**config.mk**
```make
export PLATFORM = sky130hd
export DESIGN_NAME = qdsl_dev_flat
export DESIGN_NICKNAME = d
export VERILOG_FILES = /design/src/qdsl_pkg.sv /design/src/qdsl_if.sv /design/src/qdsl_dev.sv /design/src/flat_wrapper.sv
export SDC_FILE = /design/constraint.sdc
export NUM_CORES = 1
export LEC_CHECK = 0
export BUFFER_PORTS_ARGS = -buffer_cell sky130_fd_sc_hd__buf_4
export CAP_MARGIN = 15
export CORE_ASPECT_RATIO = 2
export CORE_MARGIN = 2
export CORE_UTILIZATION = 45
export DETAILED_ROUTE_END_ITERATION = 10
export PLACE_DENSITY_LB_ADDON = 0.05
export RECOVER_POWER = 25
export SYNTH_ARGS = -nofsm -noshare
export SYNTH_HDL_FRONTEND = slang
export SYNTH_SLANG_ARGS = --single-unit
```
**constraint.sdc**
```tcl
create_clock -name SYS_CLK -period 6.45 [get_ports SYS_CLK]
set_input_delay 0.9675 -clock SYS_CLK [delete_from_list [all_inputs] [get_ports SYS_CLK]]
set_output_delay 0.9675 -clock SYS_CLK [all_outputs]
set_load 0.02 [all_outputs]
```
**src/qdsl_pkg.sv**
```systemverilog
// Shared constants and types for the quad converter serial load link.
// Assumes both ends run on one 200 MHz system clock with active-low reset.
package qdsl_pkg;
  // ----------------------------------------
  // Frame layout
  // ----------------------------------------
  localparam int FRAME_BITS = 16;
  localparam int CODE_W = 12;
  localparam int CHAN_HI_POS = 15;
  localparam int CHAN_LO_POS = 14;
  localparam int PWR_POS = 13;
  localparam int SPD_POS = 12;
  localparam int NUM_CHAN = 4;
  // ----------------------------------------
  // Timing
  // ----------------------------------------
  localparam int SYS_CLK_MHZ = 200;
  localparam int LINK_HALF_NS = 30;
  localparam int LINK_HALF_CYC = (LINK_HALF_NS * SYS_CLK_MHZ + 999) / 1000;
  localparam int FIFO_DEPTH = 8;
  // ----------------------------------------
  // Reset values
  // ----------------------------------------
  localparam logic [15:0] WORD_RST = 16'h0000;
  localparam logic [CODE_W-1:0] CODE_RST = 12'h000;

  typedef struct packed {
    logic [CODE_W-1:0] code;
    logic power_down_bit;
    logic fast_settle_bit;
  } qdsl_chan_s;
endpackage

```
**src/qdsl_if.sv**
```systemverilog
// Link wires between the host port and the converter load logic.
// Assumes the bench joins the two modports; all lines are one-way.
`timescale 1ns/1ps
interface qdsl_if;
  logic cs_n;
  logic frame_sync;
  logic sclk;
  logic sdata;
  logic output_load_strobe_n;
  logic hw_power_down_n;
  modport host (output cs_n, output frame_sync, output sclk, output sdata,
    output output_load_strobe_n, output hw_power_down_n);
  modport dev (input cs_n, input frame_sync, input sclk, input sdata,
    input output_load_strobe_n, input hw_power_down_n);
endinterface

```
**src/qdsl_dev.sv**
```systemverilog
// Converter end: samples the serial link and keeps four channel latches.
// Assumes link pins are asynchronous to SYS_CLK and much slower than it.
//
// How it works
// RL1 - Reset clears every latch to zero
// RL2 - Chip select high ignores sync and data
// RL3 - Sync fall starts frame, MSB first sampling
// RL4 - Sixteen bits or early sync rise transfers
// RL5 - Output updates at next rising clock edge
// RL6 - Three-wire or four-wire chip select use
// RL7 - Byte hosts send two bytes per frame
// RL8 - Top four bits control, low twelve code
// RL9 - Bit 12 picks fast or slow settling
// RL10 - Bit 13 requests channel power down
// RL11 - Power down bit disables that channel's amplifier
// RL12 - Bits 15 and 14 address the channel
// RL13 - Code is unsigned zero to 4095
// RL14 - Host holds sync through sixteenth bit
// RL15 - Host holds select past update event
// RL16 - Addresses 0 to 3 map A to D
// RL17 - Load strobe high freezes outputs except pin power-down
// RL18 - Hardware power-down pin overrides all channels
// RL19 - Frame alters only the addressed channel
// RL20 - Holding registers copied together by strobe
`timescale 1ns/1ps
module qdsl_dev (
  input wire logic SYS_CLK,
  input wire logic NRST,
  qdsl_if.dev LINK,
  output logic [qdsl_pkg::CODE_W-1:0] CODE_A,
  output logic [qdsl_pkg::CODE_W-1:0] CODE_B,
  output logic [qdsl_pkg::CODE_W-1:0] CODE_C,
  output logic [qdsl_pkg::CODE_W-1:0] CODE_D,
  output logic [qdsl_pkg::NUM_CHAN-1:0] FAST_SETTLE,
  output logic [qdsl_pkg::NUM_CHAN-1:0] AMP_ENABLE,
  output logic UPDATE_PULSE
);
  // ----------------------------------------
  // State
  // ----------------------------------------
  typedef enum logic [1:0] {IDLE, SHIFT, WAIT_RISE} qdsl_fsm_e;

  // Select, sync, clock and data pins pass syn then s3; prv only keeps the last s3 sample for edges
  typedef struct packed {
    logic [1:0] s1;
    logic [1:0] s2;
    logic [3:0] syn;
    logic [3:0] s3;
    logic [3:0] prv;
    qdsl_fsm_e fsm;
    logic [15:0] shreg;
    logic [4:0] cnt;
    logic [1:0] pend_chan;
    logic pend;
    qdsl_pkg::qdsl_chan_s [qdsl_pkg::NUM_CHAN-1:0] hold;
    qdsl_pkg::qdsl_chan_s [qdsl_pkg::NUM_CHAN-1:0] live;
    logic [qdsl_pkg::NUM_CHAN-1:0] amp;
    logic upd;
  } qdsl_dev_s;

  qdsl_dev_s st, next_st;
  logic cs_n, fs, sck, din, ld_n, pd_n;
  logic fs_fall, fs_rise, sck_fall, sck_rise;

  // ----------------------------------------
  // Elaboration checks
  // ----------------------------------------
  // Shifter and bit counter are sized for one frame of control bits plus code
  if (qdsl_pkg::FRAME_BITS != $bits(st.shreg) ||
      qdsl_pkg::CODE_W + 4 != qdsl_pkg::FRAME_BITS) begin : g_bad_frame
    $error("frame must be four control bits over the code");
  end

  // Two address bits pick one of the channel latches
  if (qdsl_pkg::NUM_CHAN != 2 ** $bits(st.pend_chan) ||
      qdsl_pkg::CHAN_HI_POS != qdsl_pkg::CHAN_LO_POS + 1) begin : g_bad_chan
    $error("channel count must match the two address bits");
  end

  // ----------------------------------------
  // Synchronised pins and edges
  // ----------------------------------------
  // Edge between the last two synchronised samples of one pin
  function automatic logic went_low(input logic prev_v, input logic cur_v);
    return prev_v && !cur_v;
  endfunction

  function automatic logic went_high(input logic prev_v, input logic cur_v);
    return !prev_v && cur_v;
  endfunction

  // Levels come from the second stage, edges also from prv; first stages feed nothing else
  assign cs_n = st.s3[0];
  assign fs = st.s3[1];
  assign sck = st.s3[2];
  assign din = st.s3[3];
  assign ld_n = st.s2[0];
  assign pd_n = st.s2[1];
  assign fs_fall = went_low(st.prv[1], fs);
  assign fs_rise = went_high(st.prv[1], fs);
  assign sck_fall = went_low(st.prv[2], sck);
  assign sck_rise = went_high(st.prv[2], sck);

  // ----------------------------------------
  // Frame decode
  // ----------------------------------------
  function automatic qdsl_pkg::qdsl_chan_s decode_word(input logic [15:0] w);
    qdsl_pkg::qdsl_chan_s c;
    c.code = w[qdsl_pkg::CODE_W-1:0]; // see RL8 see RL13
    c.fast_settle_bit = w[qdsl_pkg::SPD_POS]; // see RL9
    c.power_down_bit = w[qdsl_pkg::PWR_POS]; // see RL10
    return c;
  endfunction

  // Address of a full frame sits in its top two bits
  function automatic logic [1:0] chan_of(input logic [15:0] w);
    return w[qdsl_pkg::CHAN_HI_POS:qdsl_pkg::CHAN_LO_POS]; // see RL12
  endfunction

  // ----------------------------------------
  // Next state
  // ----------------------------------------
  always_comb begin
    next_st = st;
    next_st.upd = 1'b0;
    next_st.s1 = {LINK.hw_power_down_n, LINK.output_load_strobe_n};
    next_st.s2 = st.s1;
    next_st.syn = {LINK.sdata, LINK.sclk, LINK.frame_sync, LINK.cs_n};
    next_st.s3 = st.syn;
    next_st.prv = st.s3;

    // Drain last cycle's word first, so a new capture below always wins
    if (st.pend) begin
      // Short frame keeps bits right aligned; its address is whatever arrived
      next_st.hold[st.pend_chan] = decode_word(st.shreg); // see RL16 see RL19
      next_st.pend = 1'b0;
    end

    case (st.fsm)
      IDLE: begin
        if (!cs_n && fs_fall) begin // see RL2 see RL3 see RL6
          next_st.fsm = SHIFT;
          next_st.cnt = '0;
        end
      end

      SHIFT: begin
        if (cs_n) begin // see RL2
          // Select lost mid frame: the partial word is dropped
          next_st.fsm = IDLE;
        end else if (fs_rise) begin // see RL4
          next_st.pend = 1'b1;
          next_st.pend_chan = st.shreg[1:0];
          next_st.fsm = IDLE;
        end else if (sck_fall) begin // see RL3
          next_st.shreg = {st.shreg[14:0], din};
          next_st.cnt = st.cnt + 5'd1;
          if (st.cnt == 5'(qdsl_pkg::FRAME_BITS - 1)) begin // see RL4
            next_st.fsm = WAIT_RISE;
          end
        end
      end

      WAIT_RISE: begin
        // The update waits for the clock to rise again, not for the last fall
        if (sck_rise || fs_rise || cs_n) begin // see RL5 see RL4
          next_st.pend = 1'b1;
          next_st.pend_chan = chan_of(st.shreg);
          next_st.fsm = IDLE;
        end
      end

      default: begin
        next_st.fsm = IDLE;
      end
    endcase

    // Load strobe low copies every holding latch at once
    if (!ld_n) begin // see RL17 see RL20
      next_st.live = next_st.hold;
      next_st.upd = next_st.hold != st.live;
    end

    // Pin power-down wins over each channel's own bit
    for (int i = 0; i < qdsl_pkg::NUM_CHAN; i++) begin
      next_st.amp[i] = pd_n && !next_st.live[i].power_down_bit; // see RL11 see RL18
    end
  end

  // ----------------------------------------
  // Registers
  // ----------------------------------------
  always_ff @(posedge SYS_CLK or negedge NRST) begin
    if (!NRST) begin
      st <= '0; // see RL1
      // Synchronisers start at the idle pin levels so no false edge follows reset
      st.s1 <= 2'h3;
      st.s2 <= 2'h3;
      st.syn <= 4'h7;
      st.s3 <= 4'h7;
      st.prv <= 4'h7;
    end else begin
      st <= next_st;
    end
  end

  // ----------------------------------------
  // Outputs
  // ----------------------------------------
  assign CODE_A = st.live[0].code;
  assign CODE_B = st.live[1].code;
  assign CODE_C = st.live[2].code;
  assign CODE_D = st.live[3].code;
  assign AMP_ENABLE = st.amp;
  assign UPDATE_PULSE = st.upd;

  always_comb begin
    for (int i = 0; i < qdsl_pkg::NUM_CHAN; i++) begin
      FAST_SETTLE[i] = st.live[i].fast_settle_bit;
    end
  end
endmodule

```
**src/flat_wrapper.sv**
```systemverilog
// flat-port wrapper written by rule: the top's interface ports become plain ports
module qdsl_dev_flat 
  (SYS_CLK, NRST, CODE_A, CODE_B, CODE_C, CODE_D, FAST_SETTLE, AMP_ENABLE, UPDATE_PULSE, LINK_cs_n, LINK_frame_sync, LINK_sclk, LINK_sdata, LINK_output_load_strobe_n, LINK_hw_power_down_n);
  qdsl_if LINK_i ();
  input wire logic SYS_CLK;
  input wire logic NRST;
  output logic [qdsl_pkg::CODE_W-1:0] CODE_A;
  output logic [qdsl_pkg::CODE_W-1:0] CODE_B;
  output logic [qdsl_pkg::CODE_W-1:0] CODE_C;
  output logic [qdsl_pkg::CODE_W-1:0] CODE_D;
  output logic [qdsl_pkg::NUM_CHAN-1:0] FAST_SETTLE;
  output logic [qdsl_pkg::NUM_CHAN-1:0] AMP_ENABLE;
  output logic UPDATE_PULSE;
  input wire logic [$bits(LINK_i.cs_n)-1:0] LINK_cs_n;
  input wire logic [$bits(LINK_i.frame_sync)-1:0] LINK_frame_sync;
  input wire logic [$bits(LINK_i.sclk)-1:0] LINK_sclk;
  input wire logic [$bits(LINK_i.sdata)-1:0] LINK_sdata;
  input wire logic [$bits(LINK_i.output_load_strobe_n)-1:0] LINK_output_load_strobe_n;
  input wire logic [$bits(LINK_i.hw_power_down_n)-1:0] LINK_hw_power_down_n;
  assign LINK_i.cs_n = LINK_cs_n;
  assign LINK_i.frame_sync = LINK_frame_sync;
  assign LINK_i.sclk = LINK_sclk;
  assign LINK_i.sdata = LINK_sdata;
  assign LINK_i.output_load_strobe_n = LINK_output_load_strobe_n;
  assign LINK_i.hw_power_down_n = LINK_hw_power_down_n;
  qdsl_dev u_core (.SYS_CLK(SYS_CLK), .NRST(NRST), .LINK(LINK_i), .CODE_A(CODE_A), .CODE_B(CODE_B), .CODE_C(CODE_C), .CODE_D(CODE_D), .FAST_SETTLE(FAST_SETTLE), .AMP_ENABLE(AMP_ENABLE), .UPDATE_PULSE(UPDATE_PULSE));
endmodule
```
# Word level (Yosys, flattened, before mapping)
# Cells that the tools add are included.
# totals
regBits	158
input_bits	8
word_cells	101
# classes
n_addsub	1
n_lt_le_gt_ge	2
n_eq_ne	12
mux	20
n_bitwise	2
n_reduce_logical	28
# op_table
op	n
56-bit bitwise mux	1
56-bit two-way mux	1
56-bit inequality test	1
44-bit two-way mux	1
14-bit demux with 2-bit select	1
23-bit two-way mux	1
14-bit two-way mux	1
4-bit AND reduction	3
1-bit logical AND	10
2-bit two-way mux	5
5-bit two-way mux	2
5-bit case mux with 2 select lines	1
1-bit zero test	9
8-bit two-way mux	1
2-bit by 1-bit inequality test with 1-bit output (second input constant)	4
4-bit by 1-bit inequality test with 1-bit output (second input constant)	2
3-bit two-way mux	2
2-bit case mux with 3 select lines	1
3-bit case mux with 2 select lines	1
5-bit by 1-bit adder with 5-bit output (second input constant)	1
5-bit by 4-bit == test with 1-bit output (second input constant)	1
5-bit AND reduction	1
2-bit inequality test (second input constant)	2
2-bit nonzero test	2
8 further kinds	10

# Longest topological paths before layout
# logic_depth
depth_word	9
depth_mapped	10

# Worst setup path before layout
# No wires, ideal clock.
# synth_timing
path_type	register to register
from	register u_core.st[119] (netlist bit)
to	register u_core.st (netlist bit u_core.UPDATE_PULSE)
setup_time_ns	0.145
t_arrival_ns	2.106
required_time_ns	6.305
slack_ns	4.199
stages_incl_launch_ff	9
period_less_slack_ns	2.251
cell_sequence	dfrtp_1 > buf_2 > nor3b_4 > mux2_2 > a221oi_1 > nor4b_2 > nand4_1 > nor4_1 > a41oi_1
# synth_rtl
item	line_no	source
start, declared	qdsl_dev.sv:61	qdsl_dev_s st, next_st;
start signal, assigned	qdsl_dev.sv:203	st <= next_st;

==> flow_summary.yaml <==
synth:
  syn_area_um2: 7565
  synthCells: 688
  ys_warn_count: 0
  synthDistinctLibCells: 56
  synthArstFlopShare: 1.000
  synth_flop_cell: "dfrtp_1"
  synth_nets: 701
  syn_avg_cell_area_um2: 11.00
  synth-edff-count: 0
  synth-seq-area-share: 0.5213
  synth_seq_cells: 157
clock_network:
  cts.sinks: 157
  ctsHtreeMaxLevel: 4
  post_cts_buffers: 0
  cts_tree: "built"
  clk_latency_ps: 420
  clock-root-buffer: "clkbuf_16"
  clock_path_buffers: 2
  path_clk_slew_ps: 60
  cts_resized: 0
  cts_hold_buf: 0
  numCtsBuffers: 17
power_and_ir_drop:
  p_int_mw: 1.884
  irDropWorstVdd_v: 0.0001951
  p_sw_frac: 0.2618
  p_leak_nw: 4.017
  p_comb_frac: 0.131
  switchingPower_mw: 0.6679
  clockPowerShare: 0.432
  seqPwrFrac: 0.437
  powerDensity_nw_per_um2: 302.9
grt:
  grt_max_degree: 106
  antenna_found_initial: 0
  grt_pass1_vias: 5111
  grt_overflow: 0
  grt_pass1_wl_um: 29700
  grt_use_total: 0.2251
finish:
  area_delta_synth_final_pct: 11.36
  drive_gt1_frac: 0.2709
  fillers: 1553
  nNetsFinal: 705
  antennaDiodeCount: 0
timing:
  slew_headroom: 0.02460
  rsz0062_at_grt: "false"
  worstMarginPinSlew_ps: 1463
  hold_viol: 0
  final.setup.tns_ps: 0
  max_freq_mhz: 264.5
  whs_ps: 351.5
  finClkSkew_ps: 6.694
  setup_violations: 0
  period_needed_ps: 3781
  period_share: 0.5862
  report.final.slew_viol_count: 0
die:
  die_h_um: 187.4
  start_util: 0.4558
  rows: 67
  boundaryPins: 65
  core_um2: 16600
  die_area_um2: 17930
  die_w_um: 95.68
routing:
  first_iter_violations: 349
  wire_per_inst_um: 20.38
  via_per_inst: 5.386
  postRouteAntennaNets: 0
  wirelength_um: 18590
  post-route-drc-count: 0
  vias: 4912
  drt_first_pass_iters: 5
min_path:
  hp-class: "reg -> reg"
setup_path:
  cp-end-kind: "flop"
  worst_path_max_delay_cell: "clkbuf_1"
  cp_max_fo: 32
  critPathRequiredTime_ps: 6690
  critical_path.max_stage_delay_ps: 1060
  path_cells: "nand3_1, clkbuf_1, mux2_2, a2111oi_0, nand4_1, nor4_1, a41oi_1"
  start_kind: "flop"
  critPathArrivalTime_ps: 4020
  critical_path_class: "reg -> reg"
run:
  cap_violations: 0
place:
  gp_congestion: 0.8816
  dp_hpwl_um: 13040
  portBuffers: 64
outcome:
  status: "completed"
[flip-flops by register name, indices dropped and copies added (netlist names)]
register             cells
u_core.st               88
u_core.CODE_A           12
u_core.CODE_B           12
u_core.CODE_C           12
u_core.CODE_D           12
u_core.next_st           7
u_core.AMP_ENABLE        4
u_core.FAST_SETTLE       4
u_core.UPDATE_PULSE      1
u_core.cs_n              1
u_core.din               1
u_core.fs                1
u_core.ld_n              1
u_core.pd_n              1
[synthesized netlist by cell type (3+ instances only)]
master / number / area, um^2
xnor2_1: 22 / 192.7
nand4_1: 3 / 18.77
o21ai_1: 3 / 15.01
nand2b_1: 3 / 18.77
o221ai_1: 4 / 35.03
mux2i_1: 4 / 40.04
a222oi_1: 4 / 40.04
o22ai_1: 13 / 81.33
buf_1: 7 / 26.28
o21ai_0: 37 / 185.2
inv_1: 49 / 183.9
a31oi_1: 6 / 37.54
nand2_1: 48 / 180.2
a21oi_1: 29 / 145.1
nand3_1: 8 / 40.04
nor2b_1: 18 / 112.6
a221oi_1: 6 / 52.55
a22oi_1: 3 / 22.52
xor2_1: 15 / 131.4
buf_4: 57 / 427.9
mux2_2: 80 / 900.9
clkbuf_1: 15 / 56.30
and2_1: 4 / 25.02
buf_2: 5 / 25.02
nor4_1: 5 / 31.28
dfrtp_1: 145 / 3628
nor2_1: 34 / 127.6
ha_1: 5 / 62.56
nor3_1: 5 / 25.02
a211o_1: 3 / 26.28
o2bb2ai_1: 4 / 35.03
dfstp_2: 12 / 315.3
[layout by cell type, fill, tap and decap left out, drive strengths merged, types with 4 or more instances in the layout]
master   netlist  layout
a21oi         29      29
a221oi         6       6
a222oi         4       4
a31oi          6       6
and2           4       4
buf           70      62
bufinv         0       5
clkbuf        15      30
dfrtp        145     145
dfstp         12      12
ha             5       5
inv           49      49
mux2          81      81
mux2i          4       4
nand2         48      48
nand3          8       8
nand3b         4       4
nor2          34      34
nor2b         18      18
nor3           5       5
nor4           5       5
o21ai         40      40
o221ai         4       4
o22ai         13      13
o2bb2ai        4       4
xnor2         22      22
xor2          15      15
[power by group through the flow]
stage                     Clock (mW)  Combinational, mW  Sequential (mW)
after global routing            1.17              0.370             1.12
after floorplan                    0              0.255             1.09
after detailed placement           0              0.337             1.13
after global placement             0              0.334             1.13
after CTS                       1.13              0.338             1.12
final                           1.10              0.334             1.11
[cells by family (layout without fill, tap and decap cells)]
| logic type | Yosys count | count (layout) | share of synthesized area |
|---|---|---|---|
| AOI/OAI and AO/OA | 130 | 130 | 0.1108 |
| xor gates and xnor gates | 37 | 37 | 0.04284 |
| adders and majority gates | 5 | 5 | 0.008270 |
| buffers and inverters | 134 | 151 | 0.09659 |
| DFF | 157 | 157 | 0.5213 |
| muxes | 85 | 85 | 0.1264 |
| and+or+nand+nor | 140 | 140 | 0.09378 |
[worst paths after layout]
| check | start | end | slack [ps] | cells past startpoint |
|---|---|---|---|---|
| max in group asynchronous | NRST | u_core.FAST_SETTLE[1] | 4520 | 2 |
| setup reg to reg | u_core.st[119] | u_core.UPDATE_PULSE | 2670 | 7 |
| hold / removal | u_core.next_st[147] | u_core.cs_n | 350 | 0 |
| min in group asynchronous | NRST | u_core.st[120] | 660 | 1 |
| hold reg to reg | u_core.next_st[147] | u_core.cs_n | 350 | 0 |
| setup / recovery | u_core.st[119] | u_core.UPDATE_PULSE | 2670 | 7 |
[layer usage]
layer	track usage	wire length, um	up-vias
met2	0.3548	9236	123
met4	0.1104	760	0
met3	0.04271	724	27
li1	-	-	2336
met1	0.2929	7869	2426
met5	0	0	-
[worst max-delay path: cells and delay by family, from the launching register on]
kind / cells / cell delay [ps]
AOI/OAI and AO/OA: 2 / 860
buffers and inverters: 1 / 1060
DFF: 1 / 480
muxes: 1 / 460
and+or+nand+nor: 3 / 750
[cell type report]
cell class,instances,area (um^2),share of cell area
repair buffers,70,521.8,0.06193
clock buffers,22,464.2,0.05510
well taps,207,259.0,0.03074
inverters,49,183.9,0.02183
clock inverters,10,186.4,0.02213
flip-flops and latches,157,3944,0.4681
multi-input cells,397,2865,0.3401
[metrics by stage]
| stage | total power, mW | util | std cells | setup slack (ps) | cell area [um^2] |
|---|---|---|---|---|---|
| floorplan | 1.345 | - | 688 | 4199 | 7565 |
| detailed placement | 1.472 | 0.4703 | 880 | 3127 | 7806 |
| global route | 2.666 | 0.5075 | 912 | 2397 | 8424 |
| CTS | 2.582 | 0.5095 | 912 | 3093 | 8457 |
| global placement | 1.469 | 0.4703 | 880 | 3221 | 7806 |
| finish | 2.552 | 0.5075 | 912 | 2669 | 8424 |
Note: power is estimated with default switching activity, not from simulation.
